**config.mk**
```make
export PLATFORM = sky130hd
export DESIGN_NAME = ppdc_top
export DESIGN_NICKNAME = d
export VERILOG_FILES = /design/src/ppdc_pkg.sv /design/src/ppdc_pad_gate.sv /design/src/ppdc_top.sv
export SDC_FILE = /design/constraint.sdc
export NUM_CORES = 1
export LEC_CHECK = 0
export BUFFER_PORTS_ARGS = -buffer_cell sky130_fd_sc_hd__buf_2
export CAP_MARGIN = 20
export CORE_MARGIN = 2
export CORE_UTILIZATION = 30
export DETAILED_ROUTE_END_ITERATION = 10
export HOLD_SLACK_MARGIN = 0.06
export SLEW_MARGIN = 40
export SYNTH_ARGS = -nofsm -noshare
export SYNTH_HDL_FRONTEND = slang
export SYNTH_SLANG_ARGS = --single-unit
```
**constraint.sdc**
```tcl
create_clock -name clock -period 4.7 [get_ports clock]
set_clock_uncertainty 0.2 [all_clocks]
set_input_delay 0.94 -clock clock [delete_from_list [all_inputs] [get_ports clock]]
set_output_delay 0.94 -clock clock [all_outputs]
set_load 0.02 [all_outputs]
```
**src/ppdc_pkg.sv**
```systemverilog
// Constants and types of the port pad pull-up and drive control block
//
// Operation
// - Pull-up bit 7 enables pull-ups on all port K input pins.
// - Pull-up bit 6 enables the debug pin pull-up while it is input.
// - Bit 6 is writable only in special single-chip mode; others always.
// - Pull-up bit 4 enables port E input pull-ups except pins 5 and 6.
// - Port E pins 5 and 6 pull-downs are on only during reset.
// - Pull-up bit 1 enables pull-ups on all port B input pins.
// - Pull-up bit 0 enables pull-ups on all port A input pins.
// - Pull-ups act only on pins configured as inputs, never outputs.
// - Pull-up register resets with K, debug and E on, A and B off.
// - Pull-up register is readable anytime in single-chip modes.
// - Drive bit 7 selects reduced drive for all port K outputs.
// - Drive bit 4 selects reduced drive for all port E outputs.
// - Drive bit 1 selects reduced drive for all port B outputs.
// - Drive bit 0 selects reduced drive for all port A outputs.
// - Reduced drive asserts the port's pad drive-select, about one fifth.
// - Reduced drive applies to outputs of any function; none on inputs.
// - Drive register is readable and writable anytime, any mode.
// - Direction bit 1 means output, 0 means input; gates both settings.
`default_nettype none

package ppdc_pkg;

  // ****************************
  // Register map
  // ****************************
  localparam int          PPDC_ADDR_W        = 12;
  localparam logic [11:0] PPDC_PULL_UP_OFF   = 12'h00c;
  localparam logic [11:0] PPDC_RED_DRIVE_OFF = 12'h010;
  localparam logic [11:0] PPDC_STATUS_OFF    = 12'h014;

  // ****************************
  // Field positions
  // ****************************
  localparam int PPDC_PU_PORT_K_POS = 7;
  localparam int PPDC_PU_DEBUG_POS  = 6;
  localparam int PPDC_PU_PORT_E_POS = 4;
  localparam int PPDC_PU_PORT_B_POS = 1;
  localparam int PPDC_PU_PORT_A_POS = 0;
  localparam int PPDC_RD_PORT_K_POS = 7;
  localparam int PPDC_RD_PORT_E_POS = 4;
  localparam int PPDC_RD_PORT_B_POS = 1;
  localparam int PPDC_RD_PORT_A_POS = 0;

  // ****************************
  // Masks and reset values
  // ****************************
  localparam logic [7:0] PPDC_PU_IMPL_MASK  = 8'hd3;
  localparam logic [7:0] PPDC_PU_DEBUG_MASK = 8'h40;
  localparam logic [7:0] PPDC_RD_IMPL_MASK  = 8'h93;
  localparam logic [7:0] PPDC_PU_RESET      = 8'hd0;
  localparam logic [7:0] PPDC_RD_RESET      = 8'h00;
  localparam logic [7:0] PPDC_ALL_PINS      = 8'hff;
  localparam logic [7:0] PPDC_PORT_E_PU_PINS = 8'h9f;

  // ****************************
  // Modes and states
  // ****************************
  typedef enum logic [1:0] {
    PPDC_MODE_SPECIAL_SINGLE  = 2'h0,
    PPDC_MODE_NORMAL_SINGLE   = 2'h1,
    PPDC_MODE_NORMAL_EXPANDED = 2'h2,
    PPDC_MODE_SPECIAL_TEST    = 2'h3
  } ppdc_mode_t;

  typedef enum logic [1:0] {
    PPDC_BUS_IDLE   = 2'b01,
    PPDC_BUS_ANSWER = 2'b10
  } ppdc_bus_t;

endpackage : ppdc_pkg

`default_nettype wire

```
**src/ppdc_pad_gate.sv**
```systemverilog
// Per-pin pad gating of pull-up and reduced drive by pin direction
`default_nettype none

module ppdc_pad_gate #(
  parameter int         WIDTH   = 8,
  parameter logic [7:0] PU_PINS = 8'hff
) (
  input  wire logic             clock,
  input  wire logic             resetn,
  input  wire logic [WIDTH-1:0] dir,
  input  wire logic             pullup_en,
  input  wire logic             weak_en,
  output var  logic [WIDTH-1:0] pad_pullup,
  output var  logic [WIDTH-1:0] pad_weak
);

  genvar i;

  // ****************************
  // One pad slice per pin
  // ****************************
  generate
    for (i = 0; i < WIDTH; i++) begin : g_pin
      wire logic is_input;
      wire logic nxt_pullup;
      wire logic nxt_weak;
      logic      pullup_ff;
      logic      weak_ff;

      assign is_input   = ~dir[i];
      assign nxt_pullup = pullup_en & is_input & PU_PINS[i];
      assign nxt_weak   = weak_en & dir[i];

      always_ff @(posedge clock) begin
        if (!resetn) begin
          pullup_ff <= 1'b0;
          weak_ff   <= 1'b0;
        end else begin
          pullup_ff <= nxt_pullup;
          weak_ff   <= nxt_weak;
        end
      end

      assign pad_pullup[i] = pullup_ff;
      assign pad_weak[i]   = weak_ff;
    end
  endgenerate

endmodule : ppdc_pad_gate

`default_nettype wire

```
**src/ppdc_top.sv**
```systemverilog
// Port pad pull-up and reduced drive control with APB register access
`default_nettype none

module ppdc_top
  import ppdc_pkg::*;
(
  input  wire logic             clock,
  input  wire logic             resetn,
  input  wire logic             psel,
  input  wire logic             penable,
  input  wire logic             pwrite,
  input  wire logic [11:0]      paddr,
  input  wire logic [31:0]      pwdata,
  input  wire logic [3:0]       pstrb,
  output var  logic [31:0]      prdata,
  output var  logic             pready,
  output var  logic             pslverr,
  input  wire logic [1:0]       mode_sel,
  input  wire logic [7:0]       dir_port_a,
  input  wire logic [7:0]       dir_port_b,
  input  wire logic [7:0]       dir_port_e,
  input  wire logic [7:0]       dir_port_k,
  input  wire logic             debug_pin_dir,
  output var  logic [7:0]       pad_pullup_a,
  output var  logic [7:0]       pad_pullup_b,
  output var  logic [7:0]       pad_pullup_e,
  output var  logic [7:0]       pad_pullup_k,
  output var  logic             pad_pullup_debug,
  output var  logic [7:0]       pad_weak_a,
  output var  logic [7:0]       pad_weak_b,
  output var  logic [7:0]       pad_weak_e,
  output var  logic [7:0]       pad_weak_k,
  output var  logic [1:0]       pad_pulldown_e56
);

  // ****************************
  // Declarations
  // ****************************
  ppdc_bus_t   state_ff;
  ppdc_bus_t   nxt_state;
  logic [7:0]  pull_up_ff;
  logic [7:0]  drive_ff;
  logic [31:0] prdata_ff;
  logic        pready_ff;
  logic        pslverr_ff;
  logic        pulldown_ff;

  wire logic       setup;
  wire logic       commit;
  wire logic       commit_wr;
  wire logic       lane0;
  wire logic       hit_pu;
  wire logic       hit_rd;
  wire logic       hit_st;
  wire logic       mapped;
  wire logic       single_chip;
  wire logic       special_single;
  wire logic [7:0] pu_wr_mask;
  wire logic [7:0] nxt_pull_up;
  wire logic [7:0] nxt_drive;
  wire logic [7:0] pu_read;
  wire logic [7:0] status_read;
  wire logic [7:0] read_byte;
  wire logic [31:0] nxt_prdata;
  wire logic       port_a_pullup_en;
  wire logic       port_b_pullup_en;
  wire logic       port_e_pullup_en;
  wire logic       port_k_pullup_en;
  wire logic       debug_pin_pullup_en;
  wire logic       port_a_weak_drive;
  wire logic       port_b_weak_drive;
  wire logic       port_e_weak_drive;
  wire logic       port_k_weak_drive;

  // ****************************
  // Mode decode
  // ****************************
  assign special_single = (mode_sel == PPDC_MODE_SPECIAL_SINGLE);
  assign single_chip    = special_single
                        | (mode_sel == PPDC_MODE_NORMAL_SINGLE);

  // ****************************
  // APB decode
  // ****************************
  assign setup     = psel & ~penable & (state_ff == PPDC_BUS_IDLE);
  assign commit    = psel & penable & pready_ff;
  assign lane0     = pstrb[0];
  assign commit_wr = commit & pwrite & lane0 & ~pslverr_ff;
  assign hit_pu    = (paddr == PPDC_PULL_UP_OFF);
  assign hit_rd    = (paddr == PPDC_RED_DRIVE_OFF);
  assign hit_st    = (paddr == PPDC_STATUS_OFF);
  assign mapped    = hit_pu | hit_rd | hit_st;

  // ****************************
  // Bus state machine
  // ****************************
  always_comb begin
    nxt_state = state_ff;
    case (state_ff)
      PPDC_BUS_IDLE: begin
        if (setup) begin
          nxt_state = PPDC_BUS_ANSWER;
        end
      end
      PPDC_BUS_ANSWER: begin
        if (commit || !psel) begin
          nxt_state = PPDC_BUS_IDLE;
        end
      end
      default: begin
        nxt_state = PPDC_BUS_IDLE;
      end
    endcase
  end

  always_ff @(posedge clock) begin
    if (!resetn) begin
      state_ff <= PPDC_BUS_IDLE;
    end else begin
      state_ff <= nxt_state;
    end
  end

  // ****************************
  // Pull-up control register
  // ****************************
  // Debug bit locked outside special single-chip mode
  assign pu_wr_mask = special_single ? PPDC_PU_IMPL_MASK
                                     : (PPDC_PU_IMPL_MASK & ~PPDC_PU_DEBUG_MASK);

  assign nxt_pull_up = (pull_up_ff & ~pu_wr_mask)
                     | (pwdata[7:0] & pu_wr_mask);

  always_ff @(posedge clock) begin
    if (!resetn) begin
      pull_up_ff <= PPDC_PU_RESET;
    end else if (commit_wr && hit_pu) begin
      pull_up_ff <= nxt_pull_up;
    end
  end

  // ****************************
  // Reduced drive register
  // ****************************
  assign nxt_drive = pwdata[7:0] & PPDC_RD_IMPL_MASK;

  always_ff @(posedge clock) begin
    if (!resetn) begin
      drive_ff <= PPDC_RD_RESET;
    end else if (commit_wr && hit_rd) begin
      drive_ff <= nxt_drive;
    end
  end

  // ****************************
  // Read path
  // ****************************
  // Outside single-chip modes the pull-up register reads zero
  assign pu_read     = single_chip ? pull_up_ff : 8'h00;
  assign status_read = {4'h0, pulldown_ff, pad_pullup_debug, mode_sel};
  assign read_byte   = hit_pu ? pu_read
                     : hit_rd ? drive_ff
                     : hit_st ? status_read
                     : 8'h00;
  assign nxt_prdata  = {24'h000000, read_byte};

  always_ff @(posedge clock) begin
    if (!resetn) begin
      prdata_ff  <= 32'h00000000;
      pready_ff  <= 1'b0;
      pslverr_ff <= 1'b0;
    end else if (setup) begin
      prdata_ff  <= pwrite ? 32'h00000000 : nxt_prdata;
      pready_ff  <= 1'b1;
      pslverr_ff <= ~mapped | (pwrite & hit_st);
    end else if (commit || !psel) begin
      pready_ff  <= 1'b0;
      pslverr_ff <= 1'b0;
    end
  end

  assign prdata  = prdata_ff;
  assign pready  = pready_ff;
  assign pslverr = pslverr_ff;

  // ****************************
  // Field decode
  // ****************************
  assign port_k_pullup_en    = pull_up_ff[PPDC_PU_PORT_K_POS];
  assign debug_pin_pullup_en = pull_up_ff[PPDC_PU_DEBUG_POS];
  assign port_e_pullup_en    = pull_up_ff[PPDC_PU_PORT_E_POS];
  assign port_b_pullup_en    = pull_up_ff[PPDC_PU_PORT_B_POS];
  assign port_a_pullup_en    = pull_up_ff[PPDC_PU_PORT_A_POS];
  assign port_k_weak_drive   = drive_ff[PPDC_RD_PORT_K_POS];
  assign port_e_weak_drive   = drive_ff[PPDC_RD_PORT_E_POS];
  assign port_b_weak_drive   = drive_ff[PPDC_RD_PORT_B_POS];
  assign port_a_weak_drive   = drive_ff[PPDC_RD_PORT_A_POS];

  // ****************************
  // Port E reset pull-downs
  // ****************************
  always_ff @(posedge clock) begin
    if (!resetn) begin
      pulldown_ff <= 1'b1;
    end else begin
      pulldown_ff <= 1'b0;
    end
  end

  assign pad_pulldown_e56 = {pulldown_ff, pulldown_ff};

  // ****************************
  // Pad gating per port
  // ****************************
  ppdc_pad_gate #(
    .WIDTH   (8),
    .PU_PINS (PPDC_ALL_PINS)
  ) u_port_a (
    .clock      (clock),
    .resetn     (resetn),
    .dir        (dir_port_a),
    .pullup_en  (port_a_pullup_en),
    .weak_en    (port_a_weak_drive),
    .pad_pullup (pad_pullup_a),
    .pad_weak   (pad_weak_a)
  );

  ppdc_pad_gate #(
    .WIDTH   (8),
    .PU_PINS (PPDC_ALL_PINS)
  ) u_port_b (
    .clock      (clock),
    .resetn     (resetn),
    .dir        (dir_port_b),
    .pullup_en  (port_b_pullup_en),
    .weak_en    (port_b_weak_drive),
    .pad_pullup (pad_pullup_b),
    .pad_weak   (pad_weak_b)
  );

  // Pins 5 and 6 never take the pull-up
  ppdc_pad_gate #(
    .WIDTH   (8),
    .PU_PINS (PPDC_PORT_E_PU_PINS)
  ) u_port_e (
    .clock      (clock),
    .resetn     (resetn),
    .dir        (dir_port_e),
    .pullup_en  (port_e_pullup_en),
    .weak_en    (port_e_weak_drive),
    .pad_pullup (pad_pullup_e),
    .pad_weak   (pad_weak_e)
  );

  ppdc_pad_gate #(
    .WIDTH   (8),
    .PU_PINS (PPDC_ALL_PINS)
  ) u_port_k (
    .clock      (clock),
    .resetn     (resetn),
    .dir        (dir_port_k),
    .pullup_en  (port_k_pullup_en),
    .weak_en    (port_k_weak_drive),
    .pad_pullup (pad_pullup_k),
    .pad_weak   (pad_weak_k)
  );

  // Debug pin has no drive-strength control
  ppdc_pad_gate #(
    .WIDTH   (1),
    .PU_PINS (PPDC_ALL_PINS)
  ) u_debug_pin (
    .clock      (clock),
    .resetn     (resetn),
    .dir        (debug_pin_dir),
    .pullup_en  (debug_pin_pullup_en),
    .weak_en    (1'b0),
    .pad_pullup (pad_pullup_debug),
    .pad_weak   ()
  );

endmodule : ppdc_top

`default_nettype wire

```
## Word-level counts from Yosys, hierarchy flattened

Cells that the tools add are included.

| storage, ports and cells | value |
|---|---|
| word-level logic and storage cells | 211 |
| register bits | 112 |
| output and inout bits | 101 |
| input bits | 88 |

| operators by class | value |
|---|---|
| bitwise operators | 113 |
| equal/unequal tests | 8 |
| reduce and logical (&&, ||, !) cells | 7 |
| muxes and demuxes | 13 |

Operators with widths:

| operator | count |
|---|---|
| $and 1x1->1 | 71 |
| $not 1->1 | 34 |
| $mux 8 | 4 |
| $eq 12x5->1 const B | 2 |
| $and 8x8->8 | 2 |
| $eq 12x4->1 const B | 1 |
| $not 8->8 | 1 |
| $or 8x8->8 | 1 |
| $mux 7 | 1 |
| $eq 2x1->1 const B | 2 |
| $mux 1 | 4 |
| $mux 2 | 2 |
| $mux 4 | 1 |
| $ne 2x2->1 const B | 2 |
| $or 1x1->1 | 4 |
| $pmux 2 s2 | 1 |
| $eq 2x2->1 const B | 1 |
| $logic_and 1x1->1 | 2 |
| $logic_not 2->1 | 1 |
| $reduce_and 2->1 | 1 |
| $reduce_bool 2->1 | 1 |
| $logic_not 1->1 | 1 |
| $logic_or 1x1->1 | 1 |

## Longest topological paths before layout

| logic depth | value |
|---|---|
| depth in word-level cells | 6 |
| mapped depth | 6 |

## Hierarchy

A second synthesis with hierarchy kept.

| second synthesis, totals | value |
|---|---|
| cell total of the unflattened synthesis | 344 |
| area, all modules | 3,565.9 µm² |

Modules (own cells, without submodules):

| module | area each (µm²) | cells an instance | times used |
|---|---|---|---|
| ppdc_pad_gate (u_port_a ...) | 579.3 | 49 | 3 |
| ppdc_top | 1,248.7 | 147 | 1 |
| ppdc_pad_gate (u_port_e) | 523.0 | 46 | 1 |
| ppdc_pad_gate (u_debug_pin) | 56.3 | 4 | 1 |

## Worst setup path after synthesis

No wires, ideal clock.

| timing path | value |
|---|---|
| path type | input to register |
| from | input port paddr[7] |
| to | register drive_ff[0] |
| path buffers | 1 |
| cell stages on the path | 5 |
| arrival | 2,227 ps |
| path slack | 2,155 ps |
| required time | 4,382 ps |
| cell sequence | nor4_1 nand2_1 or4b_4 buf_6 mux2i_1 |

| between the ends | value |
|---|---|
| word-level cells in the longest chain between the ends | 2 |

Ends and longest elaborated chain:

| element | RTL line | source |
|---|---|---|
| from (decl) | ppdc_top.sv:12 | `input wire logic [11:0] paddr,` |
| $eq 12x5->1 | ppdc_top.sv:90 | `assign hit_rd = (paddr == PPDC_RED_DRIVE_OFF);` |
| $logic_and 1x1->1 | ppdc_top.sv:150 | `end else if (commit_wr && hit_rd) begin` |
| to (signal assigned) | ppdc_top.sv:151 | `drive_ff <= nxt_drive;` |
| to (decl) | ppdc_top.sv:42 | `logic [7:0] drive_ff;` |

No other way between the ends.
A chain may end at the register's enable or synchronous reset.

==> metrics.log <==
INFO  metric outcome = finished, final reports clean
INFO  metric worst-path-max-fanout = 9
INFO  metric hpwlAfterDp = 5250 um
INFO  metric initialDrtViolationCount = 153
INFO  metric hold_viol_final = 0
INFO  metric tcrit_tclk_final = 0.518
INFO  metric clk_root_buffer_cell = sky130_fd_sc_hd__clkbuf_8
INFO  metric grt.overflow.total = 0
INFO  metric tightestPinTransition = 0.565 ns
INFO  metric globalRouteTotalUtil = 0.117
INFO  metric viasPerCell = 4.18
INFO  metric power.ir.vdd_worst = 127 uV
INFO  metric post_synth_inst_count = 340
INFO  metric grt_start_max_net_pins = 46
INFO  metric critical_path_class = input port to register
INFO  metric setup_tns = 0 ns
INFO  metric port_buffer_count = 131
INFO  metric timing.hold.worst.class = register to register
INFO  metric initial_core_util = 0.306
INFO  metric slew_viol_final = 0
INFO  metric power_leakage = 1.99 nW
INFO  metric worstPathRequired = 4.80 ns
INFO  metric drv.max_cap_violation_count = 0
INFO  metric path_clk_slew = 0.10 ns
INFO  metric fp.dieW = 109 um
INFO  metric power_density = 384 nW/um^2
INFO  metric cts_inserted_buffers = 9
INFO  metric dp.cells = 539
INFO  metric critical_path_arrival = 2.54 ns
INFO  metric r2r_setup_slack = 2.71 ns
INFO  metric drt-met1-wl = 3020 um
INFO  metric clkLatencyLatePin = 0.36 ns
INFO  metric route.vias.total = 2,320
INFO  metric num-fill-cells = 1,133
INFO  metric synth_area_leaders = sky130_fd_sc_hd__dfxtp_1 51%, sky130_fd_sc_hd__buf_4 21%, sky130_fd_sc_hd__and3_1 6.3%
INFO  metric dr_wl_met3 = 547 um
INFO  metric worst_slew_margin = 0.618
INFO  metric synth.ff_latch_count = 84
INFO  metric top_layer = met4
INFO  metric design.final.nets = 498
INFO  metric tritoncts = yes
INFO  metric cts.sink_count = 84
INFO  metric rr_worst_depth = 4
INFO  metric grt_setup_unrepaired = no
INFO  metric met2RoutedLength = 3290 um
INFO  metric stdcell_area = 3740 um^2
INFO  metric cts_setup_buffers = 0
INFO  metric clock.fmax = 0.411 GHz
INFO  metric placed_cell_area = 3500 um^2
INFO  metric syn_area = 3280 um^2
INFO  metric firstDrtPassIters = 4
INFO  metric globalplace.congestion = 0.718
INFO  metric origin_of_the_worst_setup_path = paddr[2]
INFO  metric die-area = 11,800 um^2
INFO  metric synthDistinctLibCells = 35
INFO  metric report.final.setup_viol = 0
INFO  metric first_global_vias = 2,114
INFO  metric global_route_wire_length_before_repair = 10,400 um
INFO  metric holdBufCountCts = 0
INFO  metric ys.warnings.count = 0
INFO  metric area_delta_synth_final = 13.9%
INFO  metric clock_tree.htree_level_count = 3
INFO  metric avg_wl_per_cell = 12.7 um
INFO  metric antenna_found_initial = 0
INFO  metric reg2reg_to = drive_ff[0]
INFO  metric setup.worst_path.end_class = register
INFO  metric std_cell_rows = 38
INFO  metric drcViolationCount = 0
INFO  metric timing.rr.start = pready
INFO  metric timing.final.crit_period = 2.43 ns
INFO  metric design.portCount = 189
INFO  metric placeableCoreArea = 10,700 um^2
INFO  metric clockBufferDepth = 2
INFO  metric yosysTopAreaCell = sky130_fd_sc_hd__dfxtp_1
INFO  metric synthDominantCellAreaShare = 0.512
INFO  metric die_y = 109 um
INFO  metric cts.repair.resized = 0
INFO  metric antenna_violating_nets_post_route = 0
INFO  metric proportion_of_synthesized_chip_area_in_sequential_cells = 0.512
INFO  metric drt_wl_total = 7020 um
INFO  metric timing.critical_path.from_type = input port
INFO  metric antenna_cells_inserted = 0
INFO  metric avgSynthCellArea = 9.66 um^2
INFO  metric layout-drive-gt1-share = 0.364
INFO  metric finished_layout_cells = 555
==> power by group <==
part / internal (mW) / switching, mW
clock: 0.354 / 0.262
sequential: 0.720 / 0.00322
combinational: 0.0319 / 0.0657
total: 1.11 / 0.330
==> placed cells by master (no fill, tap or decap), types with 3 or more instances in the layout <==
cell type,netlist,final
sky130_fd_sc_hd__buf_2,2,131
sky130_fd_sc_hd__dfxtp_1,84,84
sky130_fd_sc_hd__nor2_1,36,36
sky130_fd_sc_hd__and3_1,33,33
sky130_fd_sc_hd__mux2i_1,8,8
sky130_fd_sc_hd__o21ai_0,9,9
sky130_fd_sc_hd__nand3_1,7,7
sky130_fd_sc_hd__conb_1,1,27
sky130_fd_sc_hd__nand3b_1,4,4
sky130_fd_sc_hd__nor4_1,3,3
sky130_fd_sc_hd__clkbuf_8,0,9
sky130_fd_sc_hd__inv_1,6,6
sky130_fd_sc_hd__bufinv_16,0,3
sky130_fd_sc_hd__or3_1,4,4
sky130_fd_sc_hd__nand2_1,20,20
==> critical path, cell delays in order <==
cell,delay [ns]
sky130_fd_sc_hd__buf_2,0.19
sky130_fd_sc_hd__nor4bb_1,0.50
sky130_fd_sc_hd__nand4b_1,0.29
sky130_fd_sc_hd__or4b_1,0.52
sky130_fd_sc_hd__nand3_1,0.09
==> metal layers <==
metal | vias up | track usage
met1 | 1058 | 0.141
met2 | 99 | 0.188
li1 | 1150 | -
met3 | 13 | 0.0281
met5 | - | 0
met4 | 0 | 0.0714
==> cells in the mapped netlist (all sizes together) <==
library cell   n
buf           94
dfxtp         84
nor2          36
and3          33
nand2         20
o21ai          9
mux2i          8
inv            7
nand3          7
clkbuf         6
nand3b         4
or3            4
nor4           3
a211o          2
a31oi          2
a32o           2
and2           2
nor4b          2
nor4bb         2
or4b           2
a311oi         1
conb           1
nand2b         1
nand4          1
nand4b         1
nor2b          1
nor3           1
nor3b          1
o22a           1
o31ai          1
or2            1
==> registers in the layout, indices dropped and copies added, names as in the netlist, 2 cells and up, named ones only <==
signal and count:
u_port_k.g_pin.weak_ff 8, u_port_e.g_pin.weak_ff 8, state_ff 2, u_port_e.g_pin.pullup_ff 6, drive_ff 4, u_port_a.g_pin.weak_ff 8
u_port_b.g_pin.weak_ff 8, u_port_b.g_pin.pullup_ff 8, pull_up_ff 4, u_port_k.g_pin.pullup_ff 8, u_port_a.g_pin.pullup_ff 8, prdata 7
==> stage by stage <==
step / utilization / total power [mW] / hold slack, ns / setup WS (ns)
final: 0.348 / 1.44 / 0.270 / 2.27
after global routing: 0.348 / 1.50 / 0.307 / 2.15
after CTS: 0.348 / 1.46 / 0.277 / 2.26
after detailed placement: 0.326 / 0.838 / 0.254 / 1.86
after global placement: 0.326 / 0.836 / 0.236 / 1.88
after floorplan: - / 0.819 / 0.261 / 2.16
==> layout make-up <==
cell class | count | area, um^2 | share of cell area
flip-flops and latches | 84 | 1680 | 0.450
clock inverters | 6 | 111 | 0.0298
well taps | 140 | 175 | 0.0468
repair buffers | 133 | 671 | 0.179
multi-input cells | 175 | 947 | 0.253
inverters | 7 | 26.3 | 0.00703
clock buffers | 10 | 128 | 0.0341
==> how the worst min path moves through the flow <==
stage,slack (ns),from,endpoint,cells after the start
floorplan,0.26,pulldown_ff,prdata[3],2
global placement,0.24,prdata[3],prdata[3],2
detailed placement,0.25,prdata[0],prdata[0],1
CTS,0.28,prdata[0],prdata[0],1
global route,0.31,prdata[2],prdata[2],2
finish,0.27,prdata[0],prdata[0],1
==> cells by family after synthesis <==
group,after synthesis,synth area share
compound gates,18,0.0366
buf+inv,107,0.229
flops,84,0.512
mux,8,0.0244
other cells,1,0.00114
simple gates,122,0.197
No activity file was read; power rests on OpenSTA's default activity.
